<file path="src/arbm_pkg.sv">
// Constants shared by the result bus multiplexer and its buffer.
// Assumes a 200 MHz core clock and an 18-bit result word.
package arbm_pkg;

  // ----------------------------------------------------------------
  // Widths and pin roles
  // ----------------------------------------------------------------
  localparam int          RES_W        = 18;
  localparam int          ADDR_W       = 8;
  localparam int          DATA_W       = 32;
  localparam int          PIN_FMT      = 0;
  localparam int          PIN_ALO      = 1;
  localparam int          PIN_AHI      = 2;
  localparam int          PIN_R0_WORD  = 2;
  localparam int          PIN_R0_BLO   = 10;
  localparam int          PIN_R0_BTOP  = 16;
  localparam int          BYTE_LSB     = 10;
  localparam int          MID_LSB      = 2;

  // ----------------------------------------------------------------
  // Interface modes, pin enable masks
  // ----------------------------------------------------------------
  typedef enum logic [1:0] {
    ARBM_MODE_PAR  = 2'h0,
    ARBM_MODE_WORD = 2'h1,
    ARBM_MODE_BYTE = 2'h2,
    ARBM_MODE_SER  = 2'h3
  } arbm_mode_t;

  localparam logic [RES_W-1:0] OE_ALL  = 18'h3FFFF;
  localparam logic [RES_W-1:0] OE_WORD = 18'h3FFFC;
  localparam logic [RES_W-1:0] OE_BYTE = 18'h3FC00;
  localparam logic [RES_W-1:0] OE_NONE = 18'h00000;

  // Range code is {bipolar, ten volt}
  localparam logic [1:0] RANGE_0_5   = 2'h0;
  localparam logic [1:0] RANGE_0_10  = 2'h1;
  localparam logic [1:0] RANGE_PM5   = 2'h2;
  localparam logic [1:0] RANGE_PM10  = 2'h3;

  // ----------------------------------------------------------------
  // Register map
  // ----------------------------------------------------------------
  localparam logic [ADDR_W-1:0] REG_CTRL   = 8'h00;
  localparam logic [ADDR_W-1:0] REG_STATUS = 8'h04;
  localparam logic [ADDR_W-1:0] REG_RESULT = 8'h08;
  localparam int                CTRL_RANGE_LSB = 0;
  localparam int                CTRL_FMT_BIT   = 2;
  localparam logic [1:0]        CTRL_RANGE_RST = RANGE_0_5;
  localparam logic              CTRL_FMT_RST   = 1'b1;
  localparam int                ST_RANGE_LSB   = 0;
  localparam int                ST_BUSY_BIT    = 2;
  localparam int                ST_BUF_RDY_BIT = 3;
  localparam int                ST_RES_VLD_BIT = 4;
  localparam int                ST_PD_BIT      = 5;
  localparam int                ST_MODE_LSB    = 6;

  // ----------------------------------------------------------------
  // Timing
  // ----------------------------------------------------------------
  localparam int CLK_PERIOD_PS = 5000;
  localparam int CONV_TIME_NS  = 1000;
  localparam int CONV_CYCLES   =
    (CONV_TIME_NS * 1000 + CLK_PERIOD_PS - 1) / CLK_PERIOD_PS;

endpackage : arbm_pkg

</file>
<file path="src/arbm_stream_if.sv">
// Valid/ready word carrier between the multiplexer and its buffer.
// Assumes both ends run on the same clock.
`timescale 1ns/1ps
interface arbm_stream_if #(
  parameter int W = 18
) ();
  logic         valid;
  logic         ready;
  logic [W-1:0] data;

  modport src (output valid, output data, input ready);
  modport snk (input valid, input data, output ready);
endinterface : arbm_stream_if

</file>
<file path="src/arbm_buf2.sv">
// Two-entry result buffer with valid and ready on both sides.
// Assumes a single clock and an active-low asynchronous reset.
`timescale 1ns/1ps
module arbm_buf2 #(
  parameter int WIDTH = 18
) (
  input  wire logic ref_clk_i,
  input  wire logic rst_n_i,
  arbm_stream_if.snk in_s,
  arbm_stream_if.src out_s
);

  // ----------------------------------------------------------------
  // State
  // ----------------------------------------------------------------
  typedef struct packed {
    logic [1:0][WIDTH-1:0] mem;
    logic                  wp;
    logic                  rp;
    logic [1:0]            cnt;
  } arbm_buf_state_t;

  arbm_buf_state_t s_r;
  arbm_buf_state_t s_nxt;
  logic            push;
  logic            pop;

  if (WIDTH < 1) begin : g_chk
    $error("arbm_buf2: WIDTH must be at least 1");
  end

  // Full and empty come straight from the count, never guessed
  assign in_s.ready  = (s_r.cnt != 2'h2);
  assign out_s.valid = (s_r.cnt != 2'h0);
  assign out_s.data  = s_r.mem[s_r.rp];
  assign push        = in_s.valid && in_s.ready;
  assign pop         = out_s.valid && out_s.ready;

  always_comb begin
    s_nxt = s_r;
    if (push) begin
      s_nxt.mem[s_r.wp] = in_s.data;
      s_nxt.wp          = ~s_r.wp;
    end
    if (pop) begin
      s_nxt.rp = ~s_r.rp;
    end
    case ({push, pop})
      2'b10:   s_nxt.cnt = s_r.cnt + 2'h1;
      2'b01:   s_nxt.cnt = s_r.cnt - 2'h1;
      default: s_nxt.cnt = s_r.cnt;
    endcase
  end

  always_ff @(posedge ref_clk_i or negedge rst_n_i) begin
    if (!rst_n_i) begin
      s_r <= '0;
    end else begin
      s_r <= s_nxt;
    end
  end

endmodule : arbm_buf2

</file>
<file path="src/arbm_result_bus_mux.sv">
// Result data bus multiplexer with conversion sequencer and registers.
// Assumes all pins are synchronous to ref_clk_i; the data pins are
// split into input, output and output enable for the pad ring.
//
// Summary of operation
// - Mode 00: all 18 result bits parallel
// - Word, addr low: result 2..17 on pins 2..17
// - Word, addr high: bits 0,1 on pins 2,3
// - Non-parallel modes: pins 0,1 become host inputs
// - Byte 00: bits 10..17 high, pins 3..9 float
// - Byte lo0 hi1: middle byte bits 2..9
// - Byte lo1 hi0: bits 0,1 on pins 10,11
// - Byte lo1 hi1: bits 0,1 on pins 16,17
// - Serial mode: all pins float, format input kept
// - Range pins choose range in hardware control
// - Serial software control: range from register
// - Start falling edge begins a conversion
// - Power-down finishes current, inhibits further conversions
//
// The plain strobed port and the address map were left to the implementer.
`timescale 1ns/1ps
module arbm_result_bus_mux
  import arbm_pkg::*;
#(
  parameter int CONV_CYC = arbm_pkg::CONV_CYCLES
) (
  input  wire logic                        ref_clk_i,
  input  wire logic                        rst_n_i,
  input  wire logic                        iface_sel_hi_i,
  input  wire logic                        iface_sel_lo_i,
  input  wire logic                        bipolar_range_pin_i,
  input  wire logic                        ten_volt_range_pin_i,
  input  wire logic                        range_ctrl_a_i,
  input  wire logic                        conv_start_n_i,
  input  wire logic                        power_down_in_i,
  input  wire logic [arbm_pkg::RES_W-1:0]  conv_sample_i,
  input  wire logic                        result_next_i,
  output logic                             result_valid_o,
  output logic [1:0]                       range_sel_o,
  output logic                             busy_o,
  input  wire logic [arbm_pkg::RES_W-1:0]  data_pin_i,
  output logic [arbm_pkg::RES_W-1:0]       data_pin_o,
  output logic [arbm_pkg::RES_W-1:0]       data_pin_oe_o,
  input  wire logic [arbm_pkg::ADDR_W-1:0] reg_addr_i,
  input  wire logic [arbm_pkg::DATA_W-1:0] reg_wdata_i,
  input  wire logic                        reg_wr_i,
  input  wire logic                        reg_rd_i,
  output logic [arbm_pkg::DATA_W-1:0]      reg_rdata_o
);
  import arbm_pkg::*;

  // ----------------------------------------------------------------
  // Checks and types
  // ----------------------------------------------------------------
  localparam int CNT_W  = $clog2(CONV_CYC + 1);
  localparam int BYTE_W = 8;

  if (CONV_CYC < 1) begin : g_chk
    $error("arbm_result_bus_mux: CONV_CYC must be at least 1");
  end

  if (RES_W > DATA_W) begin : g_chk_w
    $error("arbm_result_bus_mux: result wider than register data");
  end

  // Gray path: idle -> converting -> handing over -> idle
  // Done back to idle flips both bits; state is only read on the clock
  typedef enum logic [1:0] {
    ARBM_IDLE = 2'b00,
    ARBM_CONV = 2'b01,
    ARBM_DONE = 2'b11
  } arbm_conv_st_t;

  typedef struct packed {
    arbm_conv_st_t    st;
    logic [CNT_W-1:0] cnt;
    logic             start_n_prev;
    logic [RES_W-1:0] sample;
    logic [RES_W-1:0] result;
    logic [RES_W-1:0] pin_d;
    logic [RES_W-1:0] pin_oe;
    logic [1:0]       range;
    logic [1:0]       sw_range;
    logic             fmt_par;
    logic [DATA_W-1:0] rdata;
  } arbm_state_t;

  arbm_state_t s_r;
  arbm_state_t s_nxt;

  arbm_stream_if #(.W(RES_W)) fill_if ();
  arbm_stream_if #(.W(RES_W)) drain_if ();

  arbm_mode_t       mode;
  logic             addr_lo;
  logic             addr_hi;
  logic             fmt_ob;
  logic             start_fall;
  logic [RES_W-1:0] fmt_word;
  logic [2*RES_W-1:0] pins;

  // ----------------------------------------------------------------
  // Functions
  // ----------------------------------------------------------------
  // Offset binary input; clear selects two's complement
  function automatic logic [RES_W-1:0] fmt_code(
    input logic [RES_W-1:0] code,
    input logic             ob
  );
    logic [RES_W-1:0] w;
    w = code;
    if (!ob) begin
      w[RES_W-1] = ~code[RES_W-1];
    end
    return w;
  endfunction : fmt_code

  // Returns {enable, data} for the pins in the given mode and slice
  function automatic logic [2*RES_W-1:0] pin_map(
    input arbm_mode_t       m,
    input logic             a0,
    input logic             a1,
    input logic [RES_W-1:0] r
  );
    logic [RES_W-1:0] d;
    logic [RES_W-1:0] oe;
    d  = '0;
    oe = OE_NONE;
    case (m)
      ARBM_MODE_PAR: begin
        oe = OE_ALL;
        d  = r;
      end
      ARBM_MODE_WORD: begin
        oe = OE_WORD;
        if (!a0) begin
          d = {r[RES_W-1:PIN_R0_WORD], 2'h0};
        end else begin
          d[PIN_R0_WORD +: 2] = r[1:0];
        end
      end
      ARBM_MODE_BYTE: begin
        oe = OE_BYTE;
        case ({a0, a1})
          2'b00: d[BYTE_LSB +: BYTE_W] = r[BYTE_LSB +: BYTE_W];
          2'b01: d[BYTE_LSB +: BYTE_W] = r[MID_LSB +: BYTE_W];
          2'b10: d[PIN_R0_BLO +: 2] = r[1:0];
          default: d[PIN_R0_BTOP +: 2] = r[1:0];
        endcase
      end
      default: begin
        // Serial port lives elsewhere; this block leaves all pins
        oe = OE_NONE;
        d  = '0;
      end
    endcase
    return {oe, d};
  endfunction : pin_map

  // Busy from the start edge until the word is pushed
  function automatic logic seq_busy(input arbm_conv_st_t st);
    return (st != ARBM_IDLE);
  endfunction : seq_busy

  // ----------------------------------------------------------------
  // Pin decode
  // ----------------------------------------------------------------
  assign mode    = arbm_mode_t'({iface_sel_hi_i, iface_sel_lo_i});
  // Address and format pins only mean something outside mode 00
  assign addr_lo = (mode != ARBM_MODE_PAR) && data_pin_i[PIN_ALO];
  assign addr_hi = (mode == ARBM_MODE_BYTE) && data_pin_i[PIN_AHI];
  assign fmt_ob  = (mode == ARBM_MODE_PAR) ? s_r.fmt_par
                                           : data_pin_i[PIN_FMT];
  assign fmt_word = fmt_code(s_r.result, fmt_ob);
  // One-cycle pin latency: slice address must not move mid-read
  assign pins     = pin_map(mode, addr_lo, addr_hi, fmt_word);
  assign start_fall = s_r.start_n_prev && !conv_start_n_i;

  // ----------------------------------------------------------------
  // Buffer between converter and bus
  // ----------------------------------------------------------------
  // Two entries let one host stall pass without losing a word
  assign fill_if.valid  = (s_r.st == ARBM_DONE);
  assign fill_if.data   = s_r.sample;
  assign drain_if.ready = result_next_i;

  arbm_buf2 #(
    .WIDTH     (RES_W)
  ) u_buf (
    .ref_clk_i (ref_clk_i),
    .rst_n_i   (rst_n_i),
    .in_s      (fill_if.snk),
    .out_s     (drain_if.src)
  );

  // ----------------------------------------------------------------
  // Next state
  // ----------------------------------------------------------------
  always_comb begin
    s_nxt              = s_r;
    s_nxt.start_n_prev = conv_start_n_i;
    s_nxt.pin_d        = pins[RES_W-1:0];
    s_nxt.pin_oe       = pins[2*RES_W-1:RES_W];

    // Conversion sequencer
    case (s_r.st)
      ARBM_IDLE: begin
        // Power-down only blocks new starts
        if (start_fall && !power_down_in_i) begin
          s_nxt.st  = ARBM_CONV;
          s_nxt.cnt = CNT_W'(CONV_CYC);
        end
      end
      ARBM_CONV: begin
        // Runs to completion even under power-down
        if (s_r.cnt == CNT_W'(1)) begin
          s_nxt.st     = ARBM_DONE;
          s_nxt.sample = conv_sample_i;
        end else begin
          s_nxt.cnt = s_r.cnt - CNT_W'(1);
        end
      end
      ARBM_DONE: begin
        // Full buffer stalls here instead of dropping a word
        if (fill_if.ready) begin
          s_nxt.st = ARBM_IDLE;
        end
      end
      default: begin
        s_nxt.st = ARBM_IDLE;
      end
    endcase

    // Bus hold register takes the oldest buffered result
    if (drain_if.valid && drain_if.ready) begin
      s_nxt.result     = drain_if.data;
    end

    // Range selection
    if (mode == ARBM_MODE_SER && !range_ctrl_a_i) begin
      s_nxt.range = s_r.sw_range;
    end else begin
      s_nxt.range = {bipolar_range_pin_i, ten_volt_range_pin_i};
    end

    // Register writes
    if (reg_wr_i && reg_addr_i == REG_CTRL) begin
      s_nxt.sw_range = reg_wdata_i[CTRL_RANGE_LSB +: 2];
      s_nxt.fmt_par  = reg_wdata_i[CTRL_FMT_BIT];
    end

    // Register reads, answered in the next cycle only
    s_nxt.rdata = '0;
    if (reg_rd_i) begin
      case (reg_addr_i)
        REG_CTRL: begin
          s_nxt.rdata[CTRL_RANGE_LSB +: 2] = s_r.sw_range;
          s_nxt.rdata[CTRL_FMT_BIT]        = s_r.fmt_par;
        end
        REG_STATUS: begin
          s_nxt.rdata[ST_RANGE_LSB +: 2] = s_r.range;
          s_nxt.rdata[ST_BUSY_BIT]       = seq_busy(s_r.st);
          s_nxt.rdata[ST_BUF_RDY_BIT]    = fill_if.ready;
          s_nxt.rdata[ST_RES_VLD_BIT]    = drain_if.valid;
          s_nxt.rdata[ST_PD_BIT]         = power_down_in_i;
          s_nxt.rdata[ST_MODE_LSB +: 2]  = mode;
        end
        REG_RESULT: begin
          s_nxt.rdata[RES_W-1:0] = s_r.result;
        end
        default: begin
          s_nxt.rdata = '0;
        end
      endcase
    end
  end

  // ----------------------------------------------------------------
  // State register
  // ----------------------------------------------------------------
  always_ff @(posedge ref_clk_i or negedge rst_n_i) begin
    if (!rst_n_i) begin
      s_r              <= '0;
      s_r.st           <= ARBM_IDLE;
      s_r.start_n_prev <= 1'b1;
      s_r.sw_range     <= CTRL_RANGE_RST;
      s_r.fmt_par      <= CTRL_FMT_RST;
    end else begin
      s_r <= s_nxt;
    end
  end

  // ----------------------------------------------------------------
  // Outputs
  // ----------------------------------------------------------------
  assign data_pin_o     = s_r.pin_d;
  assign data_pin_oe_o  = s_r.pin_oe;
  assign range_sel_o    = s_r.range;
  assign busy_o         = seq_busy(s_r.st);
  assign result_valid_o = drain_if.valid;
  assign reg_rdata_o    = s_r.rdata;

endmodule : arbm_result_bus_mux

</file>
<file path="config.mk">
export PLATFORM = sky130hd
export DESIGN_NAME = arbm_result_bus_mux
export DESIGN_NICKNAME = d
export VERILOG_FILES = /design/src/arbm_pkg.sv /design/src/arbm_stream_if.sv /design/src/arbm_buf2.sv /design/src/arbm_result_bus_mux.sv
export SDC_FILE = /design/constraint.sdc
export NUM_CORES = 1
export LEC_CHECK = 0
export BUFFER_PORTS_ARGS = -buffer_cell sky130_fd_sc_hd__buf_2
export CAP_MARGIN = 25
export CORE_UTILIZATION = 47
export DETAILED_ROUTE_END_ITERATION = 10
export GPL_TIMING_DRIVEN = 0
export PLACE_DENSITY_LB_ADDON = 0.2
export SLEW_MARGIN = 10
export SYNTH_ARGS = -nofsm -noshare
export SYNTH_HDL_FRONTEND = slang
export SYNTH_SLANG_ARGS = --single-unit
</file>
<file path="constraint.sdc">
create_clock -name ref_clk_i -period 2 [get_ports ref_clk_i]
set_input_delay 0.1 -clock ref_clk_i [delete_from_list [all_inputs] [get_ports ref_clk_i]]
set_output_delay 0.1 -clock ref_clk_i [all_outputs]
set_load 0.05 [all_outputs]
</file>
* Yosys cells after proc, flatten, opt, wreduce, memory -nomap -nowiden
Index checks and enable logic that the tools add are counted.
Cells by class: add/subtract/negate cells 3, reductions and logical operators 24, eq/ne operators 17, multiplexer cells 27, magnitude comparators 3, bitwise logic cells 3
Operators with widths (count):
- $mux 18 | 4
- $pmux 18 s3 | 1
- $bwmux 36 | 1
- $pmux 8 s3 | 1
- $mux 10 | 2
- $pmux 10 s2 | 1
- $demux 18 s1 | 1
- $pmux 2 s3 | 3
- $pmux 8 s2 | 1
- $mux 14 | 1
- $eq 2x2->1 const B | 5
- $ne 2x2->1 const B | 5
- $pmux 5 s2 | 1
- $reduce_bool 2->1 | 5
- $logic_and 1x1->1 | 9
- $pmux 3 s3 | 1
- $eq 2x1->1 const B | 4
- $eq 8x1->1 const B | 1
- $eq 8x3->1 const B | 1
- $eq 8x4->1 const B | 1
- $logic_not 8->1 | 1
- $mux 2 | 4
- $mux 8 | 1
- $pmux 4 s2 | 1
- 12 further kinds | 21
Word-level totals: output and inout bits 72, word-level logic and storage cells 93, register bits 160, input port bits 88

* Depth between registers and ports, before layout
Gate-level depths: netlist of the first run.
word-level depth 5, gate-level depth with buffers 9, gate-level depth less buffers 7

* Modules after synthesis
From an unflattened synthesis of the first run, not the netlist that was laid out.
Unflattened totals: cell total of the unflattened synthesis 467, area total of the unflattened synthesis 6119.6 µm²
By module, submodules not included:
- arbm_result_bus_mux | area an instance 4257.8 µm², times used 1, sequential area each 2279.7 µm², cells an instance 354
- arbm_buf2 | area an instance 1861.8 µm², times used 1, sequential area each 1001.0 µm², cells an instance 113

* Worst setup path after synthesis of the first run
Ideal clock, no wire load.
path kind flip-flop to flip-flop, from register u_buf.s_r[0] in the netlist's numbering, to register u_buf.s_r[1] in the netlist's numbering, setup slack -0.089 ns, stages on the path, launching flop included 9, path buffers 2, required time 1.921 ns, arrival 2.010 ns, period minus slack after synthesis 2.089 ns, library setup time 0.079 ns, cell sequence dfrtp_1 -> or2_2 -> nand2_1 -> clkbuf_1 -> buf_2 -> inv_1 -> ha_1 -> nor2_1 -> xor2_1
Between the ends: word-level cells in the longest chain between the ends 4, elaborated cells between the ends (all ways) 10, those cells by class add/sub: 2; eq/ne: 3; mux: 1; reduce/logical: 4
Ends and longest elaborated chain:
- start, declared | line arbm_buf2.sv:23 | arbm_buf_state_t s_r;
- start signal, assigned | line arbm_buf2.sv:59 | s_r <= s_nxt;
- $reduce_bool 2->1 * | line arbm_buf2.sv:34 | assign out_s.valid = (s_r.cnt != 2'h0);
- via result_valid_o | line arbm_result_bus_mux.sv:38 | output logic result_valid_o,
- $logic_and 1x1->1 * | line arbm_buf2.sv:37 | assign pop = out_s.valid && out_s.ready;
- via u_buf.pop | line arbm_buf2.sv:26 | logic pop;
- $eq 2x1->1 / $eq 2x2->1 (equally long branches) | line arbm_buf2.sv:48 | case ({push, pop})
- $pmux 2 s2 / $reduce_bool 2->1 (equally long branches)
Mark *: on every way through the listed nets, which the timed path passes. The rest lies on a longest branch. A chain may end at the register's enable or synchronous reset.

* Worst setup path after layout of the first run
from register u_buf.s_r[0] in the netlist's numbering, to register u_buf.s_r[1] in the netlist's numbering
Between the ends: word-level cells in the longest chain between the ends 4, elaborated cells between the ends (all ways) 10, those cells by class add/sub: 2; eq/ne: 3; mux: 1; reduce/logical: 4
Ends and longest elaborated chain (line):
- $reduce_bool 2->1 * | arbm_buf2.sv:34
- $logic_and 1x1->1 * | arbm_buf2.sv:37
- via u_buf.pop | arbm_buf2.sv:26
- $eq 2x1->1 / $eq 2x2->1 (equally long branches) | arbm_buf2.sv:48
- $pmux 2 s2 / $reduce_bool 2->1 (equally long branches)
Marks and branches as above.

==> summary.md, run 1 <==
| Metric | Value |
|---|---|
| Outcome | finished, final reports clean |
| FFs w/ async S/R, synth | 1.00 |
| Worst min-delay path class | in -> reg |
| CTS Sinks | 131 |
| RSZ-0062 raised after global routing | false |
| Wirelength per Cell | 13.6 um |
| First-pass GRT wire length | 18900 um |
| Final nets | 735 |
| Most frequent cells in the layout | dfrtp_1, buf_2, buf_4 |
| Initial antenna violation count | 0 |
| Final worst setup slack | 0.104 ns |
| Largest family of logic cells by synthesized area | multiplexers |
| Clock period minus worst slack | 1.90 ns |
| DR vias/cell | 4.78 |
| Via count | 3947 |
| Worst skew pair latency | 0.42 ns |
| Sum of negative setup slack | 0 ns |
| Root buf cell | clkbuf_16 |
| Sequential area share after synthesis | 0.556 |
| Pre-CTS worst setup slack | -0.173 ns |
| Tot GR Track Use | 0.189 |
| Area delta synth->final | 28.2% |
| Port Buffers | 99 |
| Maximum vdd drop | 537 uV |
| Initial Util | 0.487 |
| Critical path class | reg -> reg |
| Vias in the first global route | 3959 |
| Placer congestion estimate | 0.762 |
| Clock Path Buffers | 2 |
| YS warnings | 0 |
| Final wirelength | 11200 um |
| R2r endpoint | u_buf.s_r[1] |
| Maximum clock rate | 527 MHz |
| Worst hold slack | 0.0145 ns |
| Fin util | 0.625 |
| Simple-gate share of the synthesized area | 0.103 |
| Tcrit/Tclk final | 0.948 |
| Crit path DAT | 2.19 ns |
| Die W | 114 um |
| CTS Buf Count | 17 |
| Layout cell share with drive strength beyond 1 | 0.440 |
| Critical path destination | u_buf.s_r[1] |
| Pins Over Slew Limit | 0 |
| Critical Path End Type | flip-flop |
| Die H | 114 um |
| Cell Pwr Density | 1220 nW/um^2 |
| Largest net degree at the start of global routing | 86 |
| DR iter-0 viols | 148 |
| CTS clock-pin slew for the worst setup and hold paths | 0.06 ns |
| Number of remaining DRC errors | 0 |
| H-Tree Level Count | 4 |
| Mapped cell area | 5900 um^2 |
| Mux cell area share after synthesis | 0.159 |
| Most common cell after layout, fill and taps aside | dfrtp_1 |
| Worst R2R Setup Slack | 0.10 ns |
| CTS tree | yes |
| Post-Syn Area per Cell | 12.1 um^2 |
| Row count | 40 |
| Core Area | 12100 um^2 |
| Clock skew | 0.00567 ns |
| FF-to-FF path depth | 8 |
| Die Area | 13000 um^2 |
| Slew HR | 0.527 |
| XOR/XNOR share of the synthesized area | 0.00890 |
| Fillers | 989 |
| Pwr Total | 9230 uW |
| Post-DP HPWL | 7880 um |
| Startpoint types | flip-flop |
| Synthesis-stage register bit count | 131 |
| GRT overflow | 0 |
| Antenna-violating nets left | 0 |
| Req. time, crit path | 2.30 ns |
| Adder-cell share of the synthesized area | 0.00636 |
| Final Hold Viols | 0 |
| Max-Cap Viols | 0 |
| Crit path max fanout | 11 |
| Start point of the critical path | u_buf.s_r[0] |
| # setup viols final | 0 |
| Synth unique cells | 49 |
| First-pass DRT Iterations | 4 |
| Pleak | 0.00384 uW |
| Worst Tran Pin Value | 0.703 ns |
| Boundary Pins | 160 |
| Cells after Synth | 487 |
| Number of synthesized flops with an enable pin | 0 |
| Compound-Gate Fraction of Synth Area | 0.0606 |
| Reg-to-Reg Start | u_buf.s_r[0] |
| Ys flop type | dfrtp_1 |
| Number of diodes | 0 |
==> worst max-delay path, stage by stage (launching register included) <==
cell     delay (ns)
dfrtp_1        0.43
or2_4          0.29
nand2_2        0.17
buf_2          0.25
inv_1          0.07
ha_1           0.21
xnor2_1        0.16
nor2_1         0.07
xor2_1         0.14
==> cell type report <==
cell class              count  area [um^2]  area share
multi-input cells         277         2060       0.272
clock inverters            14          175      0.0232
well taps                 168          210      0.0278
plain buffers              85          601      0.0794
clock buffers              18          429      0.0567
flip-flops and latches    131         3280       0.434
inverters                   6         22.5     0.00298
repair buffers            126          787       0.104
==> per-stage QoR <==
stage | instances | cell area [um^2]
2_1_floorplan | 500 | 5950
3_3_place_gp | 767 | 6660
3_5_place_dp | 768 | 6690
4_1_cts | 824 | 7550
5_1_grt | 825 | 7570
6_report | 825 | 7570
==> how the worst min path moves through the flow <==
| stage | start | to | depth (start not counted) |
|---|---|---|---|
| after floorplan | rst_n_i | data_pin_o[0] | 0 |
| after CTS | power_down_in_i | reg_rdata_o[5] | 3 |
| after detailed placement | rst_n_i | fill_if.data[10] | 1 |
| after global placement | conv_start_n_i | s_r[109] | 1 |
| after global routing | power_down_in_i | reg_rdata_o[5] | 3 |
| final | power_down_in_i | reg_rdata_o[5] | 3 |
==> cell usage after synthesis, types with 2 or more instances <==
library cell	number	area (um^2)
nand2_1	32	120
clkbuf_1	6	22.5
dfrtp_1	129	3230
dfstp_2	2	52.6
buf_4	72	541
ha_1	3	37.5
nor3_1	4	20.0
a22o_1	4	35.0
or2_2	6	37.5
nor2b_1	5	31.3
a31oi_1	2	12.5
a22oi_1	7	52.6
buf_2	7	35.0
nand3_1	6	30.0
nor2_1	20	75.1
or3b_1	3	26.3
mux2_2	59	664
a21oi_1	10	50.1
o21ai_0	27	135
nor4_1	4	25.0
and2_1	18	113
xnor2_1	5	43.8
mux2i_1	25	250
inv_1	6	22.5
==> repair_timing <==
item	in CTS	in global routing
pin swaps	0	1
buffers inserted	0	1
gates resized for setup	1	2
endpoints found under the setup margin	2	1
gates cloned	0	0
hold buffers	25	0
hold endpoints to repair	70	0
==> logic make-up (layout without fill, tap and decap cells) <==
logic type / Yosys count / in the layout
flops: 131 / 131
simple gates: 110 / 110
buf+inv: 92 / 249
mux: 85 / 85
compound gates: 59 / 59
xor+xnor: 6 / 6
fa+ha+maj: 3 / 3
other cells: 1 / 14
==> metal layers <==
metal | part of all wire | global-route usage | up-vias
li1 | - | - | 1907
met5 | 0 | 0 | -
met4 | 0.024 | 0.0874 | 0
met2 | 0.48 | 0.312 | 128
met3 | 0.046 | 0.0439 | 23
met1 | 0.45 | 0.238 | 1889
==> report_power, final <==
group	total (uW)	internal, uW	switching (uW)
combinational	2200	1020	1170
sequential	3890	3310	577
clock	3140	1970	1170
total	9230	6310	2920
==> state kept, by name (all words and copies together) (netlist names) <==
name           cells
data_pin_o        18
data_pin_oe_o      3
fill_if.data      18
fmt_word          17
range_sel_o        2
reg_rdata_o       18
s_r               15
u_buf.s_r         40
(Power assumes the default switching activity.)
==> inputs of run 2 (changes only) <==
Settings changed: REMOVE_ABC_BUFFERS set to 1.
==> summary.md, run 2 (synthesis gave the netlist of run 1 again) <==
| Metric | Value |
|---|---|
| Port Buffers | 101 (+2.0%) |
| Vias in the first global route | 3550 (-10%) |
| Worst Tran Pin Value | 0.923 ns (+0.220 ns) |
| GRT overflow | 0 (unchanged) |
| CTS tree | yes |
| Worst hold slack | 0.0105 ns (-0.00398 ns) |
| Die W | 114 um (unchanged) |
| Initial Util | 0.487 (unchanged) |
| Final worst setup slack | 0.103 ns (-0.000516 ns) |
| Sequential share of power | 0.431 (+0.009) |
| Pre-CTS worst setup slack | -0.510 ns (-0.337 ns) |
| Placer congestion estimate | 0.756 (-0.88%) |
| CTS Sinks | 131 (unchanged) |
| CTS Buf Count | 17 (unchanged) |
| Startpoint types | flip-flop |
| Tot GR Track Use | 0.185 (-0.00430) |
| Register area | 3280 um^2 (unchanged) |
| Reg-to-Reg Start | u_buf.s_r[0] |
| Post-DP HPWL | 7530 um (-4.5%) |
| Pint | 6320 uW (about the same) |
| DR iter-0 viols | 129 (-13%) |
| Via count | 3635 (-7.9%) |
| Start point of the critical path | u_buf.s_r[0] |
| Initial antenna violation count | 0 (unchanged) |
| DR vias/cell | 4.87 (+1.7%) |
| Crit path max fanout | 18 (+7) |
| Number of diodes | 0 (unchanged) |
| Cell Pwr Density | 1290 nW/um^2 (+5.5%) |
| Busiest metal layer after global routing | met2 |
| Largest net degree at the start of global routing | 96 (+12%) |
| Outcome | finished, final reports clean |
| Pins Over Slew Limit | 0 (unchanged) |
| Number of remaining DRC errors | 0 (unchanged) |
| Row count | 40 (unchanged) |
| RSZ-0062 raised after global routing | false |
| Met2 usage | 0.291 (-0.0202) |
| First-pass DRT Iterations | 4 (unchanged) |
| Crit path DAT | 2.20 ns (about the same) |
| Die Area | 13000 um^2 (unchanged) |
| First-pass GRT wire length | 17700 um (-6.4%) |
| Multi-input logic area | 2070 um^2 (+0.61%) |
| Hold path start | power_down_in_i |
| Final wirelength | 11100 um (-1.0%) |
| Slew HR | 0.379 (-0.148) |
| Most common cell after layout, fill and taps aside | dfrtp_1 |
| Maximum vdd drop | 681 uV (+27%) |
| Clock skew | 0.00630 ns (+0.000629 ns) |
| Clock power frac | 0.346 (+0.005) |
| Max reg flops | 40 (unchanged) |
| Worst min-delay path class | in -> reg |
| CTS clock-pin slew for the worst setup and hold paths | 0.05 ns (about the same) |
| Req. time, crit path | 2.30 ns (about the same) |
| Core Area | 12100 um^2 (unchanged) |
| Most frequent cells in the layout | dfrtp_1, buf_2, mux2_2 |
| Root buf cell | clkbuf_16 |
| Area delta synth->final | 19.6% |
| Most flops, register | u_buf.s_r |
| Final Hold Viols | 0 (unchanged) |
| Wirelength per Cell | 14.9 um (+9.3%) |
| Maximum clock rate | 527 MHz (about the same) |
| H-Tree Level Count | 4 (unchanged) |
| Global-route met1 utilization | 0.236 (-0.00205) |
| Critical Path End Type | flip-flop |
| GRT met3 Usage | 0.0566 (+0.0127) |
| Die H | 114 um (unchanged) |
| Layout cell share with drive strength beyond 1 | 0.370 (-0.0703) |
| Final nets | 657 (-11%) |
| Sw frac | 0.305 (-0.0115) |
| # setup viols final | 0 (unchanged) |
| Fin util | 0.583 (-0.0416) |
| Max-Cap Viols | 0 (unchanged) |
| Tcrit/Tclk final | 0.949 (about the same) |
| Sum of negative setup slack | 0 ns (unchanged) |
| Clock period minus worst slack | 1.90 ns (+0.000516 ns) |
| Boundary Pins | 160 (unchanged) |
| Worst skew pair latency | 0.42 ns (about the same) |
| Pleak | 0.00348 uW (-9.3%) |
| Fillers | 1044 (+5.6%) |
| Clock Path Buffers | 2 (unchanged) |
| Comb power frac | 0.223 (-0.015) |
| NetSw | 2770 uW (-5.1%) |
| Antenna-violating nets left | 0 (unchanged) |
| Critical path class | reg -> reg |
[run 2: cell types whose count changed in the layout (fill, tap and decap cells not counted), moves of 2 or more]
cell	change
clkbuf_1	-2
buf_2	-4
buf_4	-72
dlygate4sd3_1	+2
inv_6	-5
buf_8	+2
clkinv_2	+3
[run 2: what timing repair did]
action / CTS / global route
hold buffers: 27 / 0
gates resized for setup: 4 / 1
endpoints found under the hold margin: 64 / 0
setup endpoints to repair: 23 / 8
setup buffers: 0 / 1
gates cloned: 0 / 0
[run 2: critical path: stages, from the launching register on]
cell and delay (ns):
dfrtp_1 0.41, nand2b_2 0.20, nand3_1 0.20, nor2_4 0.57, mux2_2 0.41
[run 2: path summary, 6_finish.rpt]
check / end / slack (ns) / cells after the start
worst max register to register: u_buf.s_r[8] / 0.10 / 4
worst min-delay path: reg_rdata_o[5] / 0.01 / 3
max in group asynchronous: u_buf.s_r[5] / 1.09 / 3
worst max-delay path: u_buf.s_r[8] / 0.10 / 4
min in group asynchronous: reg_rdata_o[9] / 0.15 / 2
worst min register to register: fmt_word[13] / 0.50 / 2
[run 2: metal layers]
| layer | part of all wire | vias to the layer above |
|---|---|---|
| li1 | - | 1741 |
| met1 | 0.46 | 1772 |
| met2 | 0.48 | 106 |
| met3 | 0.047 | 16 |
| met4 | 0.017 | 0 |
| met5 | 0 | - |
[run 2: area by class of cell]
cell class | count | area share
Sequential cell | 131 | 0.465
Tap cell | 168 | 0.0298
Multi-Input combinational cell | 277 | 0.294
Inverter | 6 | 0.00319
Clock buffer | 21 | 0.0624
Timing Repair Buffer | 133 | 0.124
Clock inverter | 11 | 0.0227
[run 2: through the flow]
step	instance area [um^2]	power, uW	instances
detailed placement	6160	5930	687
global placement	6070	5790	683
global route	7060	9580	747
finish	7060	9090	747
floorplan	5350	5270	414
CTS	7050	9180	746
[run 2: power groups by stage]
stage	Sequential (uW)	Clock (uW)	Combinational, uW
floorplan	4040	0	1230
finish	3920	3150	2020
global route	4010	3340	2230
global placement	3970	0	1820
detailed placement	3950	0	1980
CTS	3920	3210	2050
